===== src/core/pad_pkg.sv =====
// Purpose: shared constants and types for the processor address decode glue
// Assumes: one 250 MHz clock, synchronous active-high reset, APB register access
// Notes:   pin groups travel as packed structs; all module state is one struct
package pad_pkg;

    // clock and derived processor clock enable
    localparam int unsigned CLK_FREQ_HZ   = 250_000_000;
    localparam int unsigned CPU_TARGET_HZ = 20_000_000;
    // integer division rounds down, so the enable rate lands just above target
    localparam int unsigned CPU_DIV       = CLK_FREQ_HZ / CPU_TARGET_HZ;
    localparam logic [3:0]  CPU_DIV_LAST  = 4'(CPU_DIV - 1);
    // fastest counter tap the far side may present
    localparam int unsigned TAP_MAX_HZ    = 1_500_000;

    // address space: 16 address bits plus one bank bit
    localparam int unsigned ADDR_W        = 16;
    localparam int unsigned SPACE_WORDS   = 2 ** (ADDR_W + 1);
    localparam logic [15:0] CNT_FULL      = 16'hFFFF;

    // register byte offsets
    localparam logic [31:0] OFS_CTRL      = 32'h0000_0000;
    localparam logic [31:0] OFS_STATUS    = 32'h0000_0004;
    localparam logic [31:0] OFS_COUNT     = 32'h0000_0008;

    // control register fields
    localparam int unsigned CTRL_RELOAD   = 0;
    localparam int unsigned CTRL_BUSRQ    = 1;
    localparam int unsigned CTRL_PRNT_STB = 2;
    localparam int unsigned CTRL_STOP_EN  = 3;
    localparam int unsigned CTRL_TX       = 4;
    localparam logic [4:0]  CTRL_RST      = 5'h10;

    // pins arriving from the processor and the instrument
    typedef struct packed {
        logic [7:0] ad;
        logic [7:0] addr_hi;
        logic       as_n;
        logic       ds_n;
        logic       rw_n;
        logic       bank_select_n;
        logic       ticks_tap;
        logic       cycles_tap;
        logic       adc_done_n;
        logic       stop_rcvd_n;
        logic       gpib_int_n;
        logic       rtc_tick_n;
        logic       start_rcvd_n;
        logic       dropout_n;
        logic       prn_busy;
        logic       serial_rx_line;
    } pad_pins_t;

    localparam pad_pins_t PINS_IDLE = '{as_n: 1'b1, ds_n: 1'b1, rw_n: 1'b1,
        bank_select_n: 1'b1, adc_done_n: 1'b1, stop_rcvd_n: 1'b1, gpib_int_n: 1'b1,
        rtc_tick_n: 1'b1, start_rcvd_n: 1'b1, dropout_n: 1'b1,
        serial_rx_line: 1'b1, default: '0};

    // chip selects and strobes toward memories and ports
    typedef struct packed {
        logic       rom_cs_n;
        logic       sram_cs_n;
        logic       disp_cs_n;
        logic       io_buf_en;
        logic       io_buf_rd;
        logic [7:0] io_strobe_n;
        logic [7:0] addr_lo;
    } pad_mem_sel_t;

    // dedicated port pins
    typedef struct packed {
        logic reload_n;
        logic busrq_n;
        logic prnt_stb_n;
        logic stop_in_en_n;
        logic serial_tx_line;
    } pad_port_out_t;

    typedef struct packed {
        pad_pins_t   s1;
        pad_pins_t   s2;
        pad_pins_t   s3;
        pad_pins_t   stab;
        logic [7:0]  addr_lo;
        logic [7:0]  addr_hi;
        logic        bank;
        logic        active;
        logic [15:0] tick_cnt;
        logic [15:0] cyc_cnt;
        logic [1:0]  ovf;
        logic [4:0]  ctrl;
        logic [31:0] rdata;
        logic        slverr;
        logic [3:0]  div;
        logic        cpu_en;
        logic [7:0]  irq_n;
    } pad_state_t;

    localparam pad_state_t STATE_RST = '{s1: PINS_IDLE, s2: PINS_IDLE, s3: PINS_IDLE,
        stab: PINS_IDLE, bank: 1'b1, ctrl: CTRL_RST, irq_n: 8'hFF, default: '0};

endpackage


===== src/core/pad_decode.sv =====
// Purpose: address latch, memory and port decode, interrupt routing and port pins
// Assumes: processor pins are asynchronous and pass a three-stage synchroniser
// Notes:   registers reached over APB with one access wait-free answer
// What this block does
// - bank_select_n low means data memory, high program memory; gates all decodes.
// - address space is 16 address bits plus bank bit, 128K locations.
// - low address byte latched from multiplexed bus, held for the cycle.
// - whole program bank selects the 64Kx8 firmware memory.
// - upper half of data memory selects the 32Kx8 battery-backed RAM.
// - battery RAM chip select forced inactive while reset is asserted.
// - lowest data quarter gives port strobes; second quarter selects display memory.
// - buffered I/O bus enabled only for the lower half of data memory.
// - interrupt inputs: conversion, stop, instrument bus, 1 kHz tick, start, dropout.
// - two 16-bit tap counters raise an interrupt on each overflow.
// - processor clock enable divided down from the single 250 MHz clock, just above 20 MHz.
// - active-low reload output pin only; the internal tap counters are not reloaded by it.
// - active-low bus request output plus printer, serial and stop-enable pins.
`timescale 1ns/1ps

module pad_decode
    import pad_pkg::*;
(
    input  wire logic          clock,
    input  wire logic          rst,
    input  wire logic          psel,
    input  wire logic          penable,
    input  wire logic          pwrite,
    input  wire logic [31:0]   paddr,
    input  wire logic [31:0]   pwdata,
    output logic               pready,
    output logic [31:0]        prdata,
    output logic               pslverr,
    input  wire pad_pins_t     pins,
    output pad_mem_sel_t       mem_sel,
    output pad_port_out_t      port_out,
    output logic [7:0]         cpu_irq_n,
    output logic               cpu_clk_en,
    output logic               cpu_serial_rx
);

    pad_state_t q;
    pad_state_t n;
    logic       tick_rise;
    logic       cyc_rise;
    logic       data_bank;
    logic [7:0] port_strobe_sel;

    // next state: synchroniser, address latch, counters, registers, divider
    always_comb
    begin
        pad_pins_t old;
        pad_pins_t nw;
        pad_pins_t diff;
        n    = q;
        n.s1 = pins;
        n.s2 = q.s1;
        n.s3 = q.s2;
        // a change counts only once stages two and three agree
        diff   = pad_pins_t'(q.s2 ^ q.s3);
        n.stab = pad_pins_t'((~diff & q.s3) | (diff & q.stab));
        old    = q.stab;
        nw     = n.stab;

        if (old.as_n && !nw.as_n)
        begin
            n.addr_lo = nw.ad;
            n.addr_hi = nw.addr_hi;
            n.bank    = nw.bank_select_n;
            n.active  = 1'b1;
        end
        else if (!old.ds_n && nw.ds_n)
        begin
            n.active = 1'b0;            // cycle ends with the data strobe
        end

        // register access: prepare read data in the setup cycle
        if (psel && !penable)
        begin
            n.slverr = 1'b0;
            if (paddr == OFS_CTRL)
            begin
                n.rdata = {27'h0, q.ctrl};
            end
            else if (paddr == OFS_STATUS)
            begin
                n.rdata = {26'h0, q.stab.serial_rx_line, q.stab.prn_busy,
                           q.bank, q.active, q.ovf};
            end
            else if (paddr == OFS_COUNT)
            begin
                n.rdata = {q.cyc_cnt, q.tick_cnt};
            end
            else
            begin
                n.rdata  = 32'h0;
                n.slverr = 1'b1;        // unmapped address answers with an error
            end
        end

        // software writes drive the dedicated port pins and clear the overflow flags
        if (psel && penable && pwrite && !q.slverr)
        begin
            if (paddr == OFS_CTRL)
            begin
                n.ctrl = pwdata[4:0];
            end
            else if (paddr == OFS_STATUS)
            begin
                n.ovf = q.ovf & ~pwdata[1:0];   // write one to clear
            end
        end

        // tap counters, overflow sets after the clear so set wins
        tick_rise = !old.ticks_tap && nw.ticks_tap;
        cyc_rise  = !old.cycles_tap && nw.cycles_tap;
        if (tick_rise)
        begin
            n.tick_cnt = q.tick_cnt + 16'h0001;
            if (q.tick_cnt == CNT_FULL)
            begin
                n.ovf[0] = 1'b1;
            end
        end
        if (cyc_rise)
        begin
            n.cyc_cnt = q.cyc_cnt + 16'h0001;
            if (q.cyc_cnt == CNT_FULL)
            begin
                n.ovf[1] = 1'b1;
            end
        end

        // processor clock enable, independent of measurement timing
        if (q.div == CPU_DIV_LAST)
        begin
            n.div    = 4'h0;
            n.cpu_en = 1'b1;
        end
        else
        begin
            n.div    = q.div + 4'h1;
            n.cpu_en = 1'b0;
        end

        // interrupt routing, overflow flags held low until cleared
        n.irq_n = {~q.ovf[1], nw.dropout_n, nw.start_rcvd_n, ~q.ovf[0],
                   nw.rtc_tick_n, nw.gpib_int_n, nw.stop_rcvd_n, nw.adc_done_n};
    end

    // state register
    always_ff @(posedge clock)
    begin
        if (rst)
        begin
            q <= STATE_RST;
        end
        else
        begin
            q <= n;
        end
    end

    // decode only while a latched cycle is active, per bank
    assign data_bank = q.active && !q.bank;

    // decoded selects from latched address
    always_comb
    begin
        // unmatched regions leave every select inactive
        mem_sel         = '0;
        mem_sel.addr_lo = q.addr_lo;
        // program bank is entirely firmware memory
        mem_sel.rom_cs_n  = !(q.active && q.bank);
        // upper data half, blocked during reset so power-down is safe
        mem_sel.sram_cs_n = !(data_bank && q.addr_hi[7] && !rst);
        mem_sel.disp_cs_n = !(data_bank && q.addr_hi[7:6] == 2'b01);
        // buffered port bus only for the lower data half
        mem_sel.io_buf_en = data_bank && !q.addr_hi[7];
        mem_sel.io_buf_rd = data_bank && !q.addr_hi[7] && q.stab.rw_n;
        mem_sel.io_strobe_n = ~port_strobe_sel;
    end

    // one port strobe per eighth of the lowest quarter, during data strobe
    for (genvar i = 0; i < 8; i++)
    begin : g_strobe
        assign port_strobe_sel[i] = data_bank && !q.stab.ds_n
                                    && q.addr_hi[7:6] == 2'b00 && q.addr_hi[5:3] == 3'(i);
    end

    // dedicated port pins, active-low ones inverted from the control bits
    assign port_out.reload_n       = !q.ctrl[CTRL_RELOAD];
    assign port_out.busrq_n        = !q.ctrl[CTRL_BUSRQ];
    assign port_out.prnt_stb_n     = !q.ctrl[CTRL_PRNT_STB];
    assign port_out.stop_in_en_n   = !q.ctrl[CTRL_STOP_EN];
    assign port_out.serial_tx_line = q.ctrl[CTRL_TX];

    // processor-facing outputs
    assign cpu_irq_n     = q.irq_n;
    assign cpu_clk_en    = q.cpu_en;
    assign cpu_serial_rx = q.stab.serial_rx_line;

    // APB answer: always ready in the access phase, data prepared at setup
    assign pready  = psel && penable;
    assign prdata  = q.rdata;
    assign pslverr = psel && penable && q.slverr;
endmodule


===== config.mk =====
export PLATFORM = sky130hd
export DESIGN_NAME = pad_decode
export DESIGN_NICKNAME = d
export VERILOG_FILES = /design/src/core/pad_pkg.sv /design/src/core/pad_decode.sv
export SDC_FILE = /design/constraint.sdc
export NUM_CORES = 1
export LEC_CHECK = 0
export BUFFER_PORTS_ARGS = -buffer_cell sky130_fd_sc_hd__buf_2
export CAP_MARGIN = 20
export CORE_ASPECT_RATIO = 1.25
export CORE_MARGIN = 4
export CORE_UTILIZATION = 48
export DETAILED_ROUTE_END_ITERATION = 10
export GPL_TIMING_DRIVEN = 0
export PLACE_DENSITY_LB_ADDON = 0.15
export SYNTH_ARGS = -nofsm -noshare
export SYNTH_HDL_FRONTEND = slang
export SYNTH_SLANG_ARGS = --single-unit

===== constraint.sdc =====
create_clock -name clock -period 1.72 [get_ports clock]
set_clock_uncertainty 0.2 [all_clocks]
set_input_delay 0.344 -clock clock [delete_from_list [all_inputs] [get_ports clock]]
set_output_delay 0.344 -clock clock [all_outputs]
set_load 0.01 [all_outputs]

==> run_results.csv, run 1 <==
group,metric,value,unit
run_status,outcome,"complete, but fails checks",
run_status,violations,"negative setup slack",
yosys,synth_common_cells,"202 x dfxtp_1, 60 x nor2_1, 55 x nor2b_1, 51 x nand2_1, 50 x buf_4",
setup_path,path_delay_family,"simple AND/OR/NAND/NOR gates",
yosys,yosys.area.top_type,"dfxtp_1",
die,die_area,17900,um^2
setup_path,path_buf_inv,3,
yosys,ys.flop_type,"dfxtp_1",
hold_path,hold_class,"input port to register",
hold_path,hold_end,"prdata[31]",
sta,rsz0062_at_grt,"yes",
clock_tree,cts_made_buffers,21,
yosys,yosys.area.top_type_share,53.2,%
clock_tree,cts_tree,"built",
global_route,grt.overflow.total,0,
setup_path,path_cells,"nor3b_4, buf_4, buf_6, and2_4, buf_6",
clock_tree,path_clk_slew,60,ps
hold_path,min_path_cells,4,
place,hpwl,11400,um
sta,setup_ws,-453,ps
yosys,synth_area,7600,um^2
power_and_ir_drop,p_leak,0.00417,uW
sta,finalMaxSlewViolations,0,
clock_tree,clk_latency,490,ps
global_route,grt_max_degree,15,
yosys,seq_area_frac_synth,53.2,%
global_route,grtUsageTotal,18.5,%
detailed_routing,final_antenna_net_count,0,
yosys,syn_nets,862,
clock_tree,numClockSinks,202,
sta,worst_pin_slew,654,ps
yosys,syn_inst,760,
power_and_ir_drop,p_per_area,956,nW/um^2
sta,hold_viol,0,
sta,finalSetupViolCount,14,
clock_tree,cts_htree_levels,1,
detailed_routing,wl_per_cell,13.8,um
final_layout,layout-drive-gt1-share,36.6,%
power_and_ir_drop,peakVddDrop,0.000997,V
setup_path,reg2reg_depth,5,
die,start_util,48.8,%
clock_tree,cts_root_buf,"clkbuf_16",
yosys,syn_avg_cell_area,9.99,um^2
yosys,ys_ff_latch,202,
yosys,synthTopCellsByArea,"dfxtp_1 53%, buf_4 4.9%, nor2b_1 4.5%",
sta,final.min_clock_period,2170,ps
die,core,15600,um^2
setup_path,cp_slowest_cell,"dfxtp_4",
setup_path,arrival,1630,ps
detailed_routing,firstDrtPassIters,4,
yosys,yosysWarnings,0,
setup_path,cpPeakStageDelay,350,ps
die,num_rows,51,
flow_run,cap_violations,0,
die,die_w,121,um
setup_path,r2r-start,"q[55]",
place,dp_slack,-636,ps
place,routabilityCongestion,0.803,
detailed_routing,dr_total_vias,5908,
final_layout,post-route-util,64.7,%
sta,max-slew-margin-rel,56.4,%
setup_path,worstReg2RegEnd,"q[68]",
setup_path,worstPathRequired,1180,ps
yosys,synth_async_sr_flop_share,0,%
clock_tree,clk_path_buf_depth,3,
place,portBuffers,135,
die,die_h,149,um
setup_path,cp-end-kind,"output pin",
setup_path,critical_path_class,"register to output pin",
global_route,antenna_found_initial,0,
die,io_pins,169,
detailed_routing,via_per_inst,4.90,
final_layout,syn2layout_area_growth,32.6,%
detailed_routing,wl,16600,um
final_layout,n_antenna_cell,0,
setup_path,regToRegSetupSlack,-50,ps
yosys,synth.distinct_cells,54,
global_route,grt_pass1_vias,5678,
hold_path,hp-start,"psel",
yosys,synth_edf_count,0,
global_route,grt_pass1_wl,27300,um
sta,fmax,460,MHz
sta,post-route-period-util,126,%
final_layout,layout.nets,1081,
detailed_routing,remaining_drc_errors,0,
detailed_routing,drt_iter0_drc,191,
setup_path,cp_common_cell,"buf_6",
setup_path,critPathMaxFanout,4,
setup_path,cp-start-kind,"register",
yosys,yosysMostFrequentCell,"dfxtp_1",
[layer usage]
| metal | global-route usage [%] | part of all wire (%) | vias up |
|---|---|---|---|
| met1 | 21.8 | 41 | 2740 |
| met4 | 5.95 | 2.5 | 0 |
| li1 | - | - | 3009 |
| met5 | 0 | 0 | - |
| met3 | 2.81 | 4.5 | 37 |
| met2 | 34.2 | 52 | 122 |
[cells in the final DEF, fill, tap and decap left out, types with 4 or more instances in the layout]
cell type      instances
a21oi_1               39
a21oi_2                4
a22o_1                24
a311oi_1              13
a32o_1                 5
and3_1                 6
buf_2                132
buf_4                 77
buf_6                 11
clkbuf_1              24
clkbuf_16             21
clkbuf_8               6
clkinv_2               5
dfxtp_1              177
dfxtp_2               13
dfxtp_4               12
dlygate4sd3_1         32
inv_1                  8
mux2i_1               12
nand2_1               47
nand2b_1              14
nand3_1                7
nand4_1               10
nor2_1                59
nor2b_1               55
nor3_1                 5
nor4_1                 5
nor4_4                 7
o21ai_0               28
o21bai_1              10
or2_2                 34
xnor2_1               11
xor2_1                 9
[where the power goes]
group,switching (uW),internal (uW)
sequential,40.5,4750
combinational,200,205
clock,1780,2660
total,2020,7610
[per-stage QoR]
stage                     instances  instance area, um^2  hold WS, ps  power (uW)  TNS [ps]
after global placement         1107                 8590          192        5250    -65450
after detailed placement       1107                 8590          194        5260    -71050
after floorplan                 760                 7640          186        5090     -2110
final                          1206                10100         60.6        9630     -4620
after global routing           1206                10100         99.6       10000     -5620
after CTS                      1197                 9890         38.5        9770     -4940
[kinds of logic (layout without fill, tap and decap cells)]
kind of cell	after synthesis	in the layout	synth area share, %
AO/OA/AOI/OAI	131	131	11.4
XOR/XNOR	20	20	2.31
multiplexers	13	13	1.73
flip-flops	202	202	53.2
adder cells (fa/ha/maj)	4	4	0.626
AND/OR/NAND/NOR	298	298	23.5
buffers and inverters	92	326	7.21
[worst max-delay path by stage]
stage                  start     endpoint  slack [ps]  depth (start not counted)
floorplan           paddr[6]   prdata[28]        -100                          5
global placement         rst   prdata[16]        -590                          5
detailed placement       rst   prdata[16]        -640                          5
CTS                    q[94]  mem_sel[15]        -490                          4
global route           q[86]  mem_sel[16]        -510                          5
finish                 q[86]  mem_sel[16]        -450                          5
[layout make-up]
type / instances / area, um^2
plain buffers: 81 / 528
clock buffers: 30 / 619
clock inverters: 8 / 72.6
fillers: 1324 / 5500
inverters: 8 / 30.0
multi-input cells: 466 / 3160
flip-flops and latches: 202 / 4110
well taps: 212 / 265
repair buffers: 199 / 1290
[tightest hold or removal path: stages]
cell	delay (ps)
buf_2	120
nand2b_1	100
nand2_1	80
a21oi_1	50
[state kept, by name, summed over array words and instances (netlist names), named ones only]
| signal | cells |
|---|---|
| q | 95 |
| n | 54 |
| prdata | 32 |
| mem_sel | 8 |
| cpu_irq_n | 2 |
| cpu_clk_en | 1 |
| port_out | 1 |
[what timing repair did]
item,4_1_cts,5_1_grt
pin swaps,11,17
hold buffers,32,0
hold endpoints to repair,34,0
gates cloned,0,0
setup endpoints to repair,57,39
buffers inserted,22,10
resized for setup,43,44
Power figures use the tool's default switching activity.
==> run 2: changes to the inputs <==
Settings changed: ABC_AREA from default to 1, CORE_UTILIZATION 48 to 49.
==> run_results.csv, run 2 <==
group,metric,value,unit
yosys,synth_edf_count,0,
detailed_routing,via_per_inst,4.60,
setup_path,arrival,1560,ps
global_route,grt_pass1_wl,28100,um
setup_path,cp-end-kind,"output pin",
setup_path,critical_path_class,"register to output pin",
global_route,met3_usage,2.50,%
sta,rsz0062_at_grt,"yes",
flow_run,cap_violations,0,
global_route,grtUsageTotal,18.9,%
yosys,yosysMostFrequentCell,"dfxtp_1",
global_route,grt_pass1_vias,6185,
power_and_ir_drop,p_total,9400,uW
die,io_pins,169,
yosys,syn_inst,984,
final_layout,fin_area,10200,um^2
place,portBuffers,138,
setup_path,cpPeakStageDelay,360,ps
setup_path,cp_common_cell,"nor2_4",
die,die_w,121,um
global_route,grt_use_met1,21.9,%
final_layout,fillCellCount,1370,
clock_tree,numClockSinks,202,
yosys,yosysWarnings,0,
setup_path,worstPathRequired,1180,ps
final_layout,layout-drive-gt1-share,29.5,%
sta,worst_pin_slew,628,ps
die,die_h,149,um
yosys,synth_common_cells,"202 x dfxtp_1, 143 x nand2_1, 129 x inv_1, 116 x nor2_1, 91 x a21oi_1",
global_route,top_usage_layer,"met2",
clock_tree,cts_root_buf,"clkbuf_16",
global_route,met2_usage,35.8,%
sta,max-slew-margin-rel,58.1,%
detailed_routing,dr_total_vias,6550,
clock_tree,clk_latency,490,ps
power_and_ir_drop,peakVddDrop,0.000834,V
clock_tree,clk_path_buf_depth,3,
yosys,yosys.area.top_type_share,51.8,%
sta,hold_viol,0,
power_and_ir_drop,internal_power,7350,uW
clock_tree,path_clk_slew,60,ps
setup_path,path_cells,"nor2_4, nand2_2, inv_2, nand3_4, nor2_4, nand3_1, buf_2",
power_and_ir_drop,pwr-share-seq,51.0,%
place,hpwl,12000,um
yosys,synthTopCellsByArea,"dfxtp_1 52%, nand2_1 6.9%, inv_1 6.2%",
detailed_routing,remaining_drc_errors,0,
final_layout,final_cell_mix,"191 x dfxtp_1, 140 x buf_2, 137 x nand2_1, 123 x inv_1, 107 x nor2_1",
final_layout,syn2layout_area_growth,30.2,%
yosys,ys_ff_latch,202,
detailed_routing,drt_iter0_drc,249,
sta,finalSetupViolCount,12,
final_layout,largest_register_ffs,95,
run_status,outcome,"complete, but fails checks",
power_and_ir_drop,p_per_area,925,nW/um^2
power_and_ir_drop,p_leak,0.00445,uW
clock_tree,cts_made_buffers,19,
global_route,grt_max_degree,17,
final_layout,layout.nets,1301,
die,die_area,18000,um^2
yosys,synth.distinct_cells,33,
place,routabilityCongestion,0.820,
die,start_util,49.9,%
clock_tree,cts_htree_levels,1,
yosys,synth_area,7800,um^2
setup_path,path_delay_family,"simple AND/OR/NAND/NOR gates",
setup_path,cp-start-kind,"register",
final_layout,multi_input_comb_area,2930,um^2
global_route,grt.overflow.total,0,
die,core,15600,um^2
detailed_routing,firstDrtPassIters,5,
global_route,antenna_found_initial,0,
detailed_routing,wl,17100,um
yosys,seq_area_frac_synth,51.8,%
yosys,yosys.area.top_type,"dfxtp_1",
sta,fmax,476,MHz
final_layout,seqCellArea,4070,um^2
power_and_ir_drop,power.switching,2050,uW
yosys,syn_nets,1086,
power_and_ir_drop,p_sw_share,21.8,%
final_layout,final_common_cell,"dfxtp_1",
yosys,synth_async_sr_flop_share,0,%
sta,final.min_clock_period,2100,ps
sta,finalMaxSlewViolations,0,
setup_path,critPathMaxFanout,4,
hold_path,hold_class,"input port to register",
sta,setup_ws,-380,ps
yosys,ys.flop_type,"dfxtp_1",
detailed_routing,wl_per_cell,12.0,um
setup_path,cp_slowest_cell,"dfxtp_4",
detailed_routing,final_antenna_net_count,0,
setup_path,path_buf_inv,2,
sta,post-route-period-util,122,%
die,num_rows,51,
power_and_ir_drop,p_comb_share,4.8,%
place,place_area,8760,um^2
power_and_ir_drop,clockPowerShare,44.2,%
sta,whs,23.9,ps
final_layout,max_flop_register,"q",
yosys,syn_avg_cell_area,7.93,um^2
clock_tree,cts_tree,"built",
run_status,violations,"negative setup slack",
-- run 2: changes by cell type in the layout (fill, tap and decap cells not counted), moves of 13 or more --
cell      before  now
nand2b_1      14    0
dfxtp_1      177  191
o21a_1         0   16
a21oi_1       39   90
inv_1          8  123
nand3_1        7   73
nand2_1       47  137
a311oi_1      13    0
nor2b_1       55    0
a22o_1        24    0
o21ai_0       28   43
nor2_1        59  107
-- run 2: cell type report --
| type | instances | share of cell area [%] |
|---|---|---|
| multi-input cells | 566 | 28.9 |
| inverters | 134 | 5.00 |
| repair buffers | 195 | 12.1 |
| plain buffers | 81 | 5.20 |
| well taps | 212 | 2.61 |
| clock inverters | 8 | 0.801 |
| diodes | 1 | 0.0246 |
| flip-flops and latches | 202 | 40.0 |
| clock buffers | 26 | 5.33 |
-- run 2: power by group through the flow --
stage	Combinational [uW]	Clock, uW	Sequential, uW
2_1_floorplan	225	0	4900
5_1_grt	514	4410	4800
6_report	450	4150	4800
3_5_place_dp	387	0	4910
3_3_place_gp	380	0	4900
4_1_cts	448	4220	4800
-- run 2: repair_timing --
item | 4_1_cts | 5_1_grt
setup endpoints to repair | 20 | 37
pin swaps | 13 | 14
buffers inserted | 13 | 13
hold buffers | 32 | 0
hold endpoints to repair | 34 | 0
gates resized for setup | 36 | 42
-- run 2: final timing paths --
check                           slack [ps]  cells past startpoint          to    start
worst min register to register         190                      2      n[142]   n[172]
worst max-delay path                  -380                      7  mem_sel[8]    q[86]
worst max register to register          40                      8       q[51]    q[70]
worst min-delay path                    20                      4  prdata[13]  penable
-- run 2: cell families after synthesis --
family / count (synthesis) / synth area share (%)
DFF: 202 / 51.8
xor gates and xnor gates: 3 / 0.337
and+or+nand+nor: 403 / 23.4
AOI/OAI and AO/OA: 156 / 10.7
buffers and inverters: 216 / 13.1
adders and majority gates: 4 / 0.609
-- run 2: worst register-to-register path, delay by kind of cell (launching register included) --
| kind | cells | cell delay (ps) |
|---|---|---|
| adder cells (fa/ha/maj) | 1 | 140 |
| flip-flops | 1 | 380 |
| AND/OR/NAND/NOR | 7 | 920 |
-- run 2: per-layer routing --
layer,wire (um),vias up
met5,0,-
met3,668,26
met2,8870,121
li1,-,3481
met1,7220,2922
met4,369,0
-- run 2: stage by stage --
step	utilization (%)	std cells	setup WS (ps)	setup TNS, ps
after floorplan	-	984	63.8	0
after global placement	56.0	1334	-789	-17550
after detailed placement	56.0	1334	-776	-20010
after CTS	63.5	1412	-437	-4050
after global routing	64.9	1424	-487	-4760
final	65.0	1425	-380	-3480
==> run 3: changes to the inputs <==
Settings changed: CORE_MARGIN 4 to default, SKIP_CTS_REPAIR_TIMING from default to 1.
==> run_results.csv, run 3 (synthesis gave the netlist of run 2 again) <==
group,metric,value,unit
setup_path,cp-start-kind,"register",
place,numPlacedInstances,1334,
die,core,15600,um^2
clock_tree,clk_latency,490,ps
setup_path,path_buf_inv,3,
detailed_routing,wl,16500,um
sta,max-slew-margin-rel,58.2,%
setup_path,critical_path_class,"register to output pin",
power_and_ir_drop,power.switching,2070,uW
clock_tree,cts_made_buffers,20,
sta,finalMaxSlewViolations,0,
die,die_w,115,um
global_route,grtUsageTotal,19.8,%
power_and_ir_drop,pwr-share-seq,48.0,%
setup_path,cp-startpoint,"q[85]",
power_and_ir_drop,p_per_area,984,nW/um^2
detailed_routing,remaining_drc_errors,0,
setup_path,cpPeakStageDelay,370,ps
final_layout,largest_register_ffs,95,
power_and_ir_drop,peakVddDrop,0.000803,V
detailed_routing,dr_total_vias,6502,
global_route,grt_pass1_vias,5758,
global_route,antenna_found_initial,0,
power_and_ir_drop,internal_power,7930,uW
setup_path,r2r-start,"q[53]",
global_route,grt.overflow.total,0,
power_and_ir_drop,p_leak,0.00444,uW
setup_path,critPathMaxFanout,4,
detailed_routing,wl_per_cell,11.7,um
setup_path,path_cells,"inv_2, nor2_4, nand2_2, inv_2, nand3_4, nor2_4, nand3_1, buf_2",
final_layout,layout.nets,1289,
place,dp_slack,-840,ps
sta,fmax,450,MHz
flow_run,cap_violations,0,
run_status,outcome,"complete, but fails checks",
place,routabilityCongestion,0.807,
setup_path,worstPathRequired,1180,ps
die,num_rows,51,
place,portBuffers,138,
setup_path,arrival,1680,ps
detailed_routing,via_per_inst,4.60,
setup_path,cp_slowest_cell,"dfxtp_2",
clock_tree,cts_htree_levels,1,
detailed_routing,drt_iter0_drc,280,
clock_tree,numClockSinks,202,
power_and_ir_drop,p_comb_share,4.4,%
final_layout,final_common_cell,"dfxtp_1",
sta,rsz0062_at_grt,"yes",
global_route,grt_pass1_wl,26200,um
clock_tree,cts_tree,"built",
detailed_routing,final_antenna_net_count,0,
run_status,violations,"negative hold slack, negative setup slack",
final_layout,layout-drive-gt1-share,28.9,%
clock_tree,path_clk_slew,60,ps
hold_path,hold_class,"input port to register",
setup_path,worstSetupPathDepth,8,
setup_path,regToRegSetupSlack,-70,ps
setup_path,worstReg2RegEnd,"q[52]",
die,start_util,50.1,%
sta,whs,-41.0,ps
sta,final.min_clock_period,2220,ps
global_route,grt_max_degree,17,
final_layout,n_antenna_cell,0,
sta,post-route-period-util,129,%
power_and_ir_drop,p_sw_share,20.7,%
die,io_pins,169,
die,die_area,16400,um^2
setup_path,path_delay_family,"simple AND/OR/NAND/NOR gates",
clock_tree,cts_root_buf,"clkbuf_16",
setup_path,crit_end,"mem_sel[13]",
sta,hold_viol,2,
setup_path,reg2reg_depth,9,
hold_path,min_path_cells,3,
sta,setup_ws,-500,ps
power_and_ir_drop,clockPowerShare,47.6,%
die,die_h,143,um
setup_path,cp-end-kind,"output pin",
power_and_ir_drop,p_total,10000,uW
final_layout,stdcell_count,1412,
clock_tree,clk_path_buf_depth,3,
final_layout,max_flop_register,"q",
place,hpwl,11400,um
sta,worst_pin_slew,627,ps
sta,finalSetupViolCount,14,
final_layout,final_cell_mix,"191 x dfxtp_1, 139 x buf_2, 137 x nand2_1, 125 x inv_1, 107 x nor2_1",
detailed_routing,firstDrtPassIters,4,
final_layout,syn2layout_area_growth,30.2,%
-- run 3: cell types whose count changed in the layout (fill, tap and decap cells not counted), moves of 3 or more --
| cell | previous run | this run |
|---|---|---|
| clkinvlp_4 | 3 | 0 |
| bufinv_16 | 1 | 4 |
| buf_6 | 7 | 10 |
| buf_4 | 75 | 63 |
-- run 3: worst min-delay path: cells and delay by family --
family / cells / cell delay, ps
compound gates: 2 / 180
buf+inv: 1 / 80
-- run 3: metal layers --
metal	GRT usage (%)	vias to the layer above	wire length (um)
met5	0	-	0
met4	6.49	0	397
met3	2.67	32	572
met2	36.2	112	8340
met1	23.7	2905	7180
li1	-	3453	-
-- run 3: power by group through the flow --
stage / Combinational (uW) / Sequential (uW) / Clock [uW]
after CTS: 388 / 4800 / 4840
after global routing: 505 / 4800 / 5050
after global placement: 380 / 4900 / 0
after floorplan: 225 / 4900 / 0
after detailed placement: 385 / 4910 / 0
final: 441 / 4800 / 4760
-- run 3: how the worst min path moves through the flow --
stage	startpoint	to	slack [ps]
4_1_cts	pins[7]	n[170]	-180
3_3_place_gp	n[183]	n[153]	190
2_1_floorplan	q[51]	cpu_irq_n[4]	180
6_report	pwdata[3]	q[49]	-40
5_1_grt	pwdata[0]	q[46]	8
3_5_place_dp	n[185]	n[155]	190
-- run 3: final cells by class --
class	count	area, um^2
repair buffers	182	1130
well taps	212	265
inverters	134	504
plain buffers	81	528
fillers	1402	5410
flip-flops and latches	202	4070
multi-input cells	566	2930
clock buffers	25	571
clock inverters	10	160
-- run 3: through the flow --
stage | TNS [ps] | area, um^2 | utilization, %
2_1_floorplan | 0 | 7800 | -
3_3_place_gp | -16950 | 8760 | 56.3
3_5_place_dp | -18040 | 8760 | 56.3
4_1_cts | -7490 | 9490 | 60.9
5_1_grt | -5750 | 10200 | 65.2
6_report | -4650 | 10200 | 65.2
